--- src/core/dss_pkg.sv ---
// Constants, types and register map of the drive safety and select logic.
package dss_pkg;

  // ****************************************
  // Clock and timing
  // ****************************************
  localparam int CLK_MHZ         = 10;
  localparam int DEBOUNCE_US     = 10000;
  localparam int DEBOUNCE_CYC    = DEBOUNCE_US * CLK_MHZ;
  localparam int SETTLE_US       = 2;
  localparam int SETTLE_CYC      = SETTLE_US * CLK_MHZ;
  localparam int DEB_W           = 17;
  localparam int SET_W           = 5;

  // ****************************************
  // Bus and units
  // ****************************************
  localparam int NUM_UNITS       = 4;
  localparam int UNIT_W          = 2;
  localparam logic [1:0] UNIT_ONE = 2'h0;

  // ****************************************
  // Register map
  // ****************************************
  localparam logic [3:0] OFF_CTRL   = 4'h0;
  localparam logic [3:0] OFF_STATUS = 4'h4;
  localparam int CTRL_TOP_LOAD      = 0;
  localparam int CTRL_SEL_FITTED    = 1;
  localparam logic [1:0] CTRL_RESET = 2'h0;
  localparam logic [1:0] RESP_OKAY   = 2'h0;
  localparam logic [1:0] RESP_SLVERR = 2'h2;
  localparam logic [1:0] RESP_DECERR = 2'h3;
  localparam int STATUS_W           = 11;

  // ****************************************
  // Raw panel inputs
  // ****************************************
  localparam int RAW_W        = 4;
  localparam int RAW_RUN_KEY  = 0;
  localparam int RAW_GUARD_RM = 1;
  localparam int RAW_GUARD_FX = 2;
  localparam int RAW_CART_OK  = 3;

  // ****************************************
  // Types
  // ****************************************
  typedef enum logic [1:0] {
    DSS_IDLE = 2'b00,
    DSS_RUN  = 2'b01,
    DSS_STOP = 2'b10
  } dss_run_t;

  typedef struct packed {
    logic power_ok;
    logic disk_stopped;
    logic heads_retracted;
    logic brake_active;
    logic brushes_home;
    logic speed_checked;
    logic speed_ok;
    logic positioner_err;
    logic write_fault;
    logic write_active;
  } dss_sense_t;

  typedef struct packed {
    logic head_unload;
    logic cart_ok;
    logic guard_fixed;
    logic guard_removable;
    logic bus_settled;
    logic selected;
    logic inhibit;
    logic emergency;
    logic stopping;
    logic run;
    logic safe;
  } dss_status_t;

endpackage

--- src/core/dss_top.sv ---
// Safe state, run/stop control, write guard and unit selection of a cartridge drive.
//
// Added by the designer: the placing of the registers and the AXI4-Lite register port.
`timescale 1ns/1ps
`default_nettype none
module dss_top
  import dss_pkg::*;
#(
  parameter int DEB_CYCLES = DEBOUNCE_CYC
) (
  input  wire logic               aclk,
  input  wire logic               aresetn,
  input  wire logic [31:0]        s_axi_awaddr,
  input  wire logic               s_axi_awvalid,
  output logic                    s_axi_awready,
  input  wire logic [31:0]        s_axi_wdata,
  input  wire logic [3:0]         s_axi_wstrb,
  input  wire logic               s_axi_wvalid,
  output logic                    s_axi_wready,
  output logic [1:0]              s_axi_bresp,
  output logic                    s_axi_bvalid,
  input  wire logic               s_axi_bready,
  input  wire logic [31:0]        s_axi_araddr,
  input  wire logic               s_axi_arvalid,
  output logic                    s_axi_arready,
  output logic [31:0]             s_axi_rdata,
  output logic [1:0]              s_axi_rresp,
  output logic                    s_axi_rvalid,
  input  wire logic               s_axi_rready,
  input  wire logic [RAW_W-1:0]   panel_raw,
  input  wire dss_sense_t         sense,
  input  wire logic [UNIT_W-1:0]  unit_dial,
  input  wire logic [NUM_UNITS-1:0] unit_select_n,
  input  wire logic               start_stop_n,
  input  wire logic               write_protect_in_n,
  input  wire logic               platter_select_n,
  output logic                    safe_lamp,
  output logic                    cart_lock,
  output logic                    run_lamp,
  output logic                    spin_enable,
  output logic                    emergency_unload,
  output logic                    head_unload,
  output logic                    write_guard_lamp_upper,
  output logic                    write_guard_lamp_lower,
  output logic                    write_allow,
  output logic                    platter_fixed,
  output logic                    bus_settled,
  output logic                    write_protect_out_n_o,
  output logic                    write_protect_out_oe
);

  // ****************************************
  // Helper functions
  // ****************************************
  // Selects which unit line this drive answers.
  function automatic logic [UNIT_W-1:0] unit_of(input logic fitted,
                                                input logic [UNIT_W-1:0] dial);
    unit_of = fitted ? dial : UNIT_ONE;
  endfunction

  // ****************************************
  // Registers and declarations
  // ****************************************
  logic [1:0]              ctrl;
  logic [RAW_W-1:0]        sync1;
  logic [RAW_W-1:0]        sync2;
  logic [RAW_W-1:0]        stable;
  logic [DEB_W-1:0]        deb_cnt [RAW_W];
  logic                    key_prev;
  logic                    key_press;
  dss_run_t                run_st;
  dss_run_t                next_run_st;
  logic                    fault;
  logic                    inhibit;
  logic                    safe_now;
  logic                    guard_rm;
  logic                    guard_fx;
  logic                    selected;
  logic [SET_W-1:0]        settle_cnt;
  logic                    wp_in;
  logic                    aw_got;
  logic                    w_got;
  logic [3:0]              aw_off;
  logic [31:0]             w_data;
  logic [3:0]              w_strb;
  dss_status_t             status;

  // ****************************************
  // Input conditioning
  // ****************************************
  // Two-stage synchroniser on the raw panel inputs.
  always_ff @(posedge aclk) begin
    if (!aresetn) begin
      sync1 <= '0;
      sync2 <= '0;
    end else begin
      sync1 <= panel_raw;
      sync2 <= sync1;
    end
  end

  // Debouncer: a new level is accepted after it holds for the full count.
  always_ff @(posedge aclk) begin
    if (!aresetn) begin
      stable <= '0;
      for (int i = 0; i < RAW_W; i++) begin
        deb_cnt[i] <= '0;
      end
    end else begin
      for (int i = 0; i < RAW_W; i++) begin
        if (sync2[i] == stable[i]) begin
          deb_cnt[i] <= '0;
        end else if (deb_cnt[i] >= DEB_W'(DEB_CYCLES - 1)) begin
          stable[i]  <= sync2[i];
          deb_cnt[i] <= '0;
        end else begin
          deb_cnt[i] <= deb_cnt[i] + 1'b1;
        end
      end
    end
  end

  // Key press edge detector on the debounced key.
  always_ff @(posedge aclk) begin
    if (!aresetn) begin
      key_prev <= 1'b0;
    end else begin
      key_prev <= stable[RAW_RUN_KEY];
    end
  end

  assign key_press = stable[RAW_RUN_KEY] & ~key_prev;

  // ****************************************
  // Fault, inhibit and safe conditions
  // ****************************************
  assign fault = ~sense.power_ok | (sense.speed_checked & ~sense.speed_ok)
               | sense.positioner_err | sense.write_fault;

  assign inhibit = ~stable[RAW_CART_OK] | ~sense.power_ok | fault;

  assign safe_now = sense.power_ok & sense.disk_stopped & sense.heads_retracted
                  & ~fault & ~sense.brake_active & (run_st != DSS_STOP)
                  & (~ctrl[CTRL_TOP_LOAD] | sense.brushes_home);

  // Safe lamp and cartridge lock.
  always_ff @(posedge aclk) begin
    if (!aresetn) begin
      safe_lamp <= 1'b0;
      cart_lock <= 1'b1;
    end else begin
      safe_lamp <= safe_now;
      cart_lock <= ~safe_now;
    end
  end

  // ****************************************
  // Run state machine
  // ****************************************
  always_comb begin
    next_run_st = run_st;
    unique case (run_st)
      DSS_IDLE: begin
        if (key_press && !inhibit) begin
          next_run_st = DSS_RUN;
        end
      end
      DSS_RUN: begin
        if (key_press) begin
          next_run_st = DSS_STOP;
        end
      end
      DSS_STOP: begin
        if (sense.disk_stopped && sense.heads_retracted) begin
          next_run_st = DSS_IDLE;
        end
      end
      default: begin
        next_run_st = DSS_IDLE;
      end
    endcase
    if (fault) begin
      next_run_st = DSS_IDLE;
    end
  end

  always_ff @(posedge aclk) begin
    if (!aresetn) begin
      run_st <= DSS_IDLE;
    end else begin
      run_st <= next_run_st;
    end
  end

  // Lamps, spindle and head control.
  always_ff @(posedge aclk) begin
    if (!aresetn) begin
      run_lamp         <= 1'b0;
      spin_enable      <= 1'b0;
      emergency_unload <= 1'b0;
      head_unload      <= 1'b0;
    end else begin
      run_lamp         <= (next_run_st == DSS_RUN) & ~inhibit;
      spin_enable      <= (next_run_st == DSS_RUN) & ~inhibit & ~start_stop_n;
      emergency_unload <= fault;
      head_unload      <= fault
                        | ((run_st == DSS_STOP) & ~sense.write_active);
    end
  end

  // ****************************************
  // Write guard
  // ****************************************
  // Protection status follows the switches except during write or erase.
  always_ff @(posedge aclk) begin
    if (!aresetn) begin
      guard_rm <= 1'b1;
      guard_fx <= 1'b1;
    end else if (!sense.write_active) begin
      guard_rm <= stable[RAW_GUARD_RM];
      guard_fx <= stable[RAW_GUARD_FX];
    end
  end

  assign write_guard_lamp_upper = guard_rm;
  assign write_guard_lamp_lower = guard_fx;

  // ****************************************
  // Unit selection and bus gating
  // ****************************************
  assign selected = ~unit_select_n[unit_of(ctrl[CTRL_SEL_FITTED], unit_dial)];

  // Settling counter restarts on every new selection.
  always_ff @(posedge aclk) begin
    if (!aresetn) begin
      settle_cnt  <= '0;
      bus_settled <= 1'b0;
    end else if (!selected) begin
      settle_cnt  <= '0;
      bus_settled <= 1'b0;
    end else if (settle_cnt < SET_W'(SETTLE_CYC - 1)) begin
      settle_cnt <= settle_cnt + 1'b1;
    end else begin
      bus_settled <= 1'b1;
    end
  end

  assign wp_in = selected & ~write_protect_in_n;

  // Gated interface inputs and outputs.
  always_ff @(posedge aclk) begin
    if (!aresetn) begin
      platter_fixed         <= 1'b0;
      write_allow           <= 1'b0;
      write_protect_out_n_o <= 1'b1;
      write_protect_out_oe  <= 1'b0;
    end else begin
      platter_fixed <= selected ? ~platter_select_n : platter_fixed;
      write_allow   <= selected & ~wp_in
                     & ~(platter_fixed ? guard_fx : guard_rm);
      write_protect_out_n_o <= ~(platter_fixed ? guard_fx : guard_rm);
      write_protect_out_oe  <= selected & bus_settled;
    end
  end

  // ****************************************
  // Status word
  // ****************************************
  assign status = '{
    head_unload:     head_unload,
    cart_ok:         stable[RAW_CART_OK],
    guard_fixed:     guard_fx,
    guard_removable: guard_rm,
    bus_settled:     bus_settled,
    selected:        selected,
    inhibit:         inhibit,
    emergency:       emergency_unload,
    stopping:        run_st == DSS_STOP,
    run:             run_st == DSS_RUN,
    safe:            safe_lamp
  };

  // ****************************************
  // AXI4-Lite write channel
  // ****************************************
  assign s_axi_awready = ~aw_got & ~s_axi_bvalid;
  assign s_axi_wready  = ~w_got & ~s_axi_bvalid;

  always_ff @(posedge aclk) begin
    if (!aresetn) begin
      aw_got <= 1'b0;
      aw_off <= '0;
    end else if (s_axi_awvalid && s_axi_awready) begin
      aw_got <= 1'b1;
      aw_off <= s_axi_awaddr[3:0];
    end else if (aw_got && w_got) begin
      aw_got <= 1'b0;
    end
  end

  always_ff @(posedge aclk) begin
    if (!aresetn) begin
      w_got  <= 1'b0;
      w_data <= '0;
      w_strb <= '0;
    end else if (s_axi_wvalid && s_axi_wready) begin
      w_got  <= 1'b1;
      w_data <= s_axi_wdata;
      w_strb <= s_axi_wstrb;
    end else if (aw_got && w_got) begin
      w_got <= 1'b0;
    end
  end

  // Register update and write response.
  always_ff @(posedge aclk) begin
    if (!aresetn) begin
      ctrl         <= CTRL_RESET;
      s_axi_bvalid <= 1'b0;
      s_axi_bresp  <= RESP_OKAY;
    end else if (aw_got && w_got) begin
      s_axi_bvalid <= 1'b1;
      if (aw_off == OFF_CTRL) begin
        s_axi_bresp <= RESP_OKAY;
        if (w_strb[0]) begin
          ctrl <= w_data[1:0];
        end
      end else if (aw_off == OFF_STATUS) begin
        s_axi_bresp <= RESP_SLVERR;
      end else begin
        s_axi_bresp <= RESP_DECERR;
      end
    end else if (s_axi_bvalid && s_axi_bready) begin
      s_axi_bvalid <= 1'b0;
    end
  end

  // ****************************************
  // AXI4-Lite read channel
  // ****************************************
  assign s_axi_arready = ~s_axi_rvalid;

  always_ff @(posedge aclk) begin
    if (!aresetn) begin
      s_axi_rvalid <= 1'b0;
      s_axi_rdata  <= '0;
      s_axi_rresp  <= RESP_OKAY;
    end else if (s_axi_arvalid && s_axi_arready) begin
      s_axi_rvalid <= 1'b1;
      s_axi_rresp  <= RESP_OKAY;
      s_axi_rdata  <= '0;
      if (s_axi_araddr[3:0] == OFF_CTRL) begin
        s_axi_rdata[1:0] <= ctrl;
      end else if (s_axi_araddr[3:0] == OFF_STATUS) begin
        s_axi_rdata[STATUS_W-1:0] <= status;
      end else begin
        s_axi_rresp <= RESP_DECERR;
      end
    end else if (s_axi_rvalid && s_axi_rready) begin
      s_axi_rvalid <= 1'b0;
    end
  end

endmodule // dss_top
`default_nettype wire

--- config.mk ---
export PLATFORM = sky130hd
export DESIGN_NAME = dss_top
export DESIGN_NICKNAME = d
export VERILOG_FILES = /design/src/core/dss_pkg.sv /design/src/core/dss_top.sv
export SDC_FILE = /design/constraint.sdc
export NUM_CORES = 1
export LEC_CHECK = 0
export ABC_AREA = 1
export ABC_CLOCK_PERIOD_IN_PS = 3000
export BUFFER_PORTS_ARGS = -buffer_cell sky130_fd_sc_hd__buf_4
export CORE_ASPECT_RATIO = 0.8
export CORE_MARGIN = 2
export CORE_UTILIZATION = 57
export CTS_CLUSTER_DIAMETER = 40
export DETAILED_ROUTE_END_ITERATION = 10
export PLACE_DENSITY = 0.95
export SLEW_MARGIN = 10
export SYNTH_ARGS = -nofsm -noshare
export SYNTH_HDL_FRONTEND = slang
export SYNTH_SLANG_ARGS = --single-unit
--- constraint.sdc ---
create_clock -name aclk -period 3 [get_ports aclk]
set_input_delay 0.3 -clock aclk [delete_from_list [all_inputs] [get_ports aclk]]
set_output_delay 0.3 -clock aclk [all_outputs]
set_load 0.02 [all_outputs]
Yosys cells after proc, flatten, opt, wreduce, memory -nomap -nowiden
Memories as Yosys holds them, arrays and structs flattened. Index checks and enable logic that the tools add are counted.

RAM bits: 68. Register bits: 61. Memories: 1. Bits of input ports: 130. Output and inout port bits: 54. Logic and storage cells: 218.

Equal/unequal tests: 10. Bitwise logic cells: 61. Add/subtract/negate cells: 5. Magnitude comparators: 6. Reductions and logical operators: 22. Multiplexer cells: 80.

Memories: deb_cnt (words 4, bits a word 17, read ports 4, clocked after memory_dff 0, write ports 4, line dss_top.sv:68) `logic [DEB_W-1:0] deb_cnt [RAW_W];`.

Operators with widths (count): $mux W17 (12); $add A17 B1 Y17 const B (4); $ge A17 B17 Y1 const B (4); $mux W1 (55); $not A1 Y1 (25); $or A1 B1 Y1 (19); $mux W2 (9); $and A1 B1 Y1 (17); $mux W11 (1); $mux W9 (1); $eq A4 B3 Y1 const B (2); $logic_and A1 B1 Y1 (8); $logic_not A4 Y1 (2); $reduce_and A2 Y1 (4); $reduce_bool A2 Y1 (4); $pmux W2 S3 (1); $add A5 B1 Y5 const B (1); $lt A5 B5 Y1 const B (1); $eq A1 B1 Y1 (4); $eq A2 B1 Y1 const B (2); $lt A2 B3 Y1 const B (1); $reduce_and A3 Y1 (1); $bmux W1 S2 (1); $eq A2 B2 Y1 const B (1); other kinds (4) (4).

Logic depth before layout (Yosys ltp)
Depth in word-level cells: 14. Mapped depth: 10. Depth with buffers taken out: 10.

Worst setup path after synthesis
OpenSTA, ideal clock, no wires.

Path type: register -> register. Start: mem deb_cnt[1][0]. End: mem deb_cnt[1][12] (data pin). Path buffers: 1. Setup time: 0.254 ns. Period minus slack after synthesis: 1.611 ns. Cell stages (with the launch flop): 10. Arrival time: 1.356 ns. Slack: 1.389 ns. Data required time: 2.746 ns. Cell sequence: edfxtp_1 -> ha_1 -> nand2_1 -> inv_1 -> nand2_1 -> nor2_1 -> nand3_2 -> nand4_4 -> buf_12 -> nor2_2.

RTL lines (line): start: declaration (dss_top.sv:68).

==> flow_summary.toml <==
[run_status]
outcome = "completed"

[setup_path]
timing.reg2reg.setup_slack_ps = 940
setup.worst_path.end_class = "flop"
worst_setup_path_startpoint = "deb_cnt[1][0]"
crit_slowest_cell = "sky130_fd_sc_hd__edfxtp_1"
critical_path_start_type = "flop"
critPathRequiredTime_ps = 3220
path_class = "flop to flop"
crit_chain = "ha_1 > nand2_1 > inv_1 > nand2_1 > nor2_1 > nand3_2 > nand4_4 > a21oi_1"
critPathMaxStageDelay_ps = 460
launch_point_of_the_worst_reg_to_reg_path = "deb_cnt[1][0]"
cp_data_arrival_time_ps = 2280
cp_max_fanout = 17
critical_path.most_common_cell = "sky130_fd_sc_hd__nand2_1"

[min_path]
start_point_of_the_worst_min_delay_path = "start_stop_n"
holdCritPathClass = "primary input to flop"

[routing]
route.vias.total = 5726
drt_drc_violations_left = 0
drt_first_iter_violations = 502
route.final.wire_length_um = 15400
detail-route-antenna-nets = 0
drt_pass1_iterations = 7
route.detailed.vias_per_inst = 5.18
route.detailed.wl_per_inst_um = 14.0

[synth]
edff_count_synth = 68
dominantRegCellSynth = "sky130_fd_sc_hd__edfxtp_1"
synth_async_sr_flop_share = 0
synth.avg_cell_area_um2 = 8.43
netlist-cell-type-count = 41
ys.warnings.count = 0
synth-seq-area-share = 0.481
postSynthCellCount = 799
postSynthRegisterBits = 128
post_synth_instance_area_mm2 = 0.00674

[cts]
numCtsBuffers = 17
cts.repair.resized = 0
cts.hold.buffers_added = 0
number_of_clock_sinks_seen_by_cts = 128
cts.repair_timing.setup_buffer_count = 0
clock_insertion_delay_worst_skew_ps = 420
cts.root.buffer_cell = "sky130_fd_sc_hd__clkbuf_16"
clock_pin_slew_reported_for_the_worst_setup_and_hold_paths_after_clock_tree_synthesis_ps = 60
cts.htree.levels = 4
tritoncts = "yes"
max-clock-path-buffers = 2

[timing]
tns_ps = 0
setup_repair_after_global_routing_missed_its_margin = "no"
timing.slew.headroom = 0.604
slew_at_the_pin_closest_to_its_max_slew_limit_ps = 593
finalWorstPathRequiredPeriod_ps = 2060
final_setup_vio_count = 0
fin_skew_ps = 8.55
layout_worst_path_cycle_share = 0.687
report.final.slew_viol_count = 0
final_hold_viol_count = 0
clock.fmax_ghz = 0.485
worst_hold_slack_ps = 33.4

[global_routing]
global_route.usage.met3 = 0.0644
grt_overflow = 0
first_pass_grt_wire_length_um = 25400
antenna_found_initial = 0
globalRoute.busiestLayer = "met2"
largest_net_degree_at_the_start_of_global_routing = 37
first_global_vias = 5499
grt.total_usage = 0.250
grt_util_met2 = 0.437
gr-usage-met1 = 0.308

[die]
std_cell_rows = 35
floorplan.die_area_mm2 = 0.0127
die_h_um = 101
initial_utilization = 0.585
floorplan.die.width_um = 126
top_level_ports = 184
design.core.area_mm2 = 0.0115

[layout]
antenna_cells = 0
layout.nets = 1080
layout.cells.most_common = "sky130_fd_sc_hd__nand2_1"
flow.area_growth_from_synthesis_pct = 20.7
post_route_cells_drive_above_1_share = 0.188
mostFrequentLayoutCells = "sky130_fd_sc_hd__nand2_1, sky130_fd_sc_hd__nor2_1, sky130_fd_sc_hd__inv_1"
num-fill-cells = 762

[pwr]
power-per-cell-area_mw_per_mm2 = 545
p_clk_frac = 0.467
seqPwrFrac = 0.451
power_report.internal_total_mw = 3.27
irDropWorstVdd_v = 0.000396
power.leakage_nw = 3.52
power.switching_fraction = 0.261
pwr-share-comb = 0.082
net-switching-power_mw = 1.16

[placement]
port_buffers = 73
routability_congestion = 0.916
place_hpwl_um = 9980

[run]
max_cap_violations = 0
## synthesized netlist by cell type, types with 7 or more instances
| master | count | area, um2 |
|---|---|---|
| sky130_fd_sc_hd__nand4_1 | 17 | 106 |
| sky130_fd_sc_hd__xor2_1 | 31 | 272 |
| sky130_fd_sc_hd__nand2_1 | 138 | 518 |
| sky130_fd_sc_hd__nor3_1 | 17 | 85.1 |
| sky130_fd_sc_hd__nor2_1 | 106 | 398 |
| sky130_fd_sc_hd__inv_1 | 102 | 383 |
| sky130_fd_sc_hd__nor2_2 | 29 | 181 |
| sky130_fd_sc_hd__a21oi_1 | 51 | 255 |
| sky130_fd_sc_hd__nor2_4 | 9 | 101 |
| sky130_fd_sc_hd__xnor2_1 | 10 | 87.6 |
| sky130_fd_sc_hd__edfxtp_1 | 68 | 2040 |
| sky130_fd_sc_hd__o21ai_0 | 31 | 155 |
| sky130_fd_sc_hd__nand2_2 | 9 | 56.3 |
| sky130_fd_sc_hd__dfxtp_1 | 60 | 1200 |
| sky130_fd_sc_hd__nand3_1 | 39 | 195 |
| sky130_fd_sc_hd__nor3_2 | 7 | 70.1 |
| sky130_fd_sc_hd__buf_4 | 23 | 173 |
## flip-flops by register name, indices dropped and copies added (netlist names), 2 cells and up
register     count
settle_cnt       5
s_axi_rdata     11
sync1            4
stable           4
deb_cnt         68
s_axi_bresp      2
run_st           2
w_data           2
aw_off           4
ctrl             2
sync2            4
## worst max-delay path, delay by kind of cell (launching register included)
kind            cells  cell delay [ps]
fa+ha+maj           1              270
buf+inv             1               60
flops               1              460
simple gates        5              700
compound gates      1              360
## cells by family after synthesis
family	count (synthesis)	share of synthesized area
xor gates and xnor gates	41	0.0533
and+or+nand+nor	390	0.282
adders and majority gates	5	0.00929
DFF	128	0.481
AOI/OAI and AO/OA	93	0.0754
other	2	0.00111
buffers and inverters	140	0.0981
## through the flow
| step | setup WS [ps] | instances | utilization | power (mW) | instance area [um2] |
|---|---|---|---|---|---|
| floorplan | 1390 | 886 | - | 2.28 | 7060 |
| global placement | 1160 | 1074 | 0.655 | 2.36 | 7540 |
| detailed placement | 1130 | 1074 | 0.655 | 2.38 | 7540 |
| CTS | 925 | 1106 | 0.706 | 4.44 | 8130 |
| global route | 753 | 1106 | 0.706 | 4.58 | 8130 |
| finish | 939 | 1106 | 0.706 | 4.43 | 8130 |
## layer usage
| layer | wire (um) | part of all wire |
|---|---|---|
| met5 | 0 | 0 |
| met4 | 269 | 0.017 |
| met3 | 884 | 0.057 |
| met2 | 7740 | 0.50 |
| met1 | 6540 | 0.42 |
## path summary, 6_finish.rpt
check,cells past startpoint,to
setup / recovery,8,deb_cnt[1][11]
hold / removal,2,spin_enable
setup reg to reg,8,deb_cnt[1][11]
hold reg to reg,2,sync2[0]
## layout make-up
cell class / instances / area, um2 / share of cell area
clock buffer: 18 / 450 / 0.0554
clock inverter: 14 / 143 / 0.0175
inverter: 107 / 402 / 0.0494
multi-input combinational: 618 / 3160 / 0.389
sequential: 128 / 3240 / 0.399
tap: 148 / 185 / 0.0228
timing repair buffer: 73 / 548 / 0.0674
## power groups by stage
stage / sequential [mW] / clock, mW / combinational (mW)
final: 2.00 / 2.07 / 0.365
after global routing: 2.01 / 2.17 / 0.404
after CTS: 2.00 / 2.08 / 0.358
after detailed placement: 2.03 / 0 / 0.349
after global placement: 2.03 / 0 / 0.338
after floorplan: 2.03 / 0 / 0.256
Power figures use the tool's default switching activity.
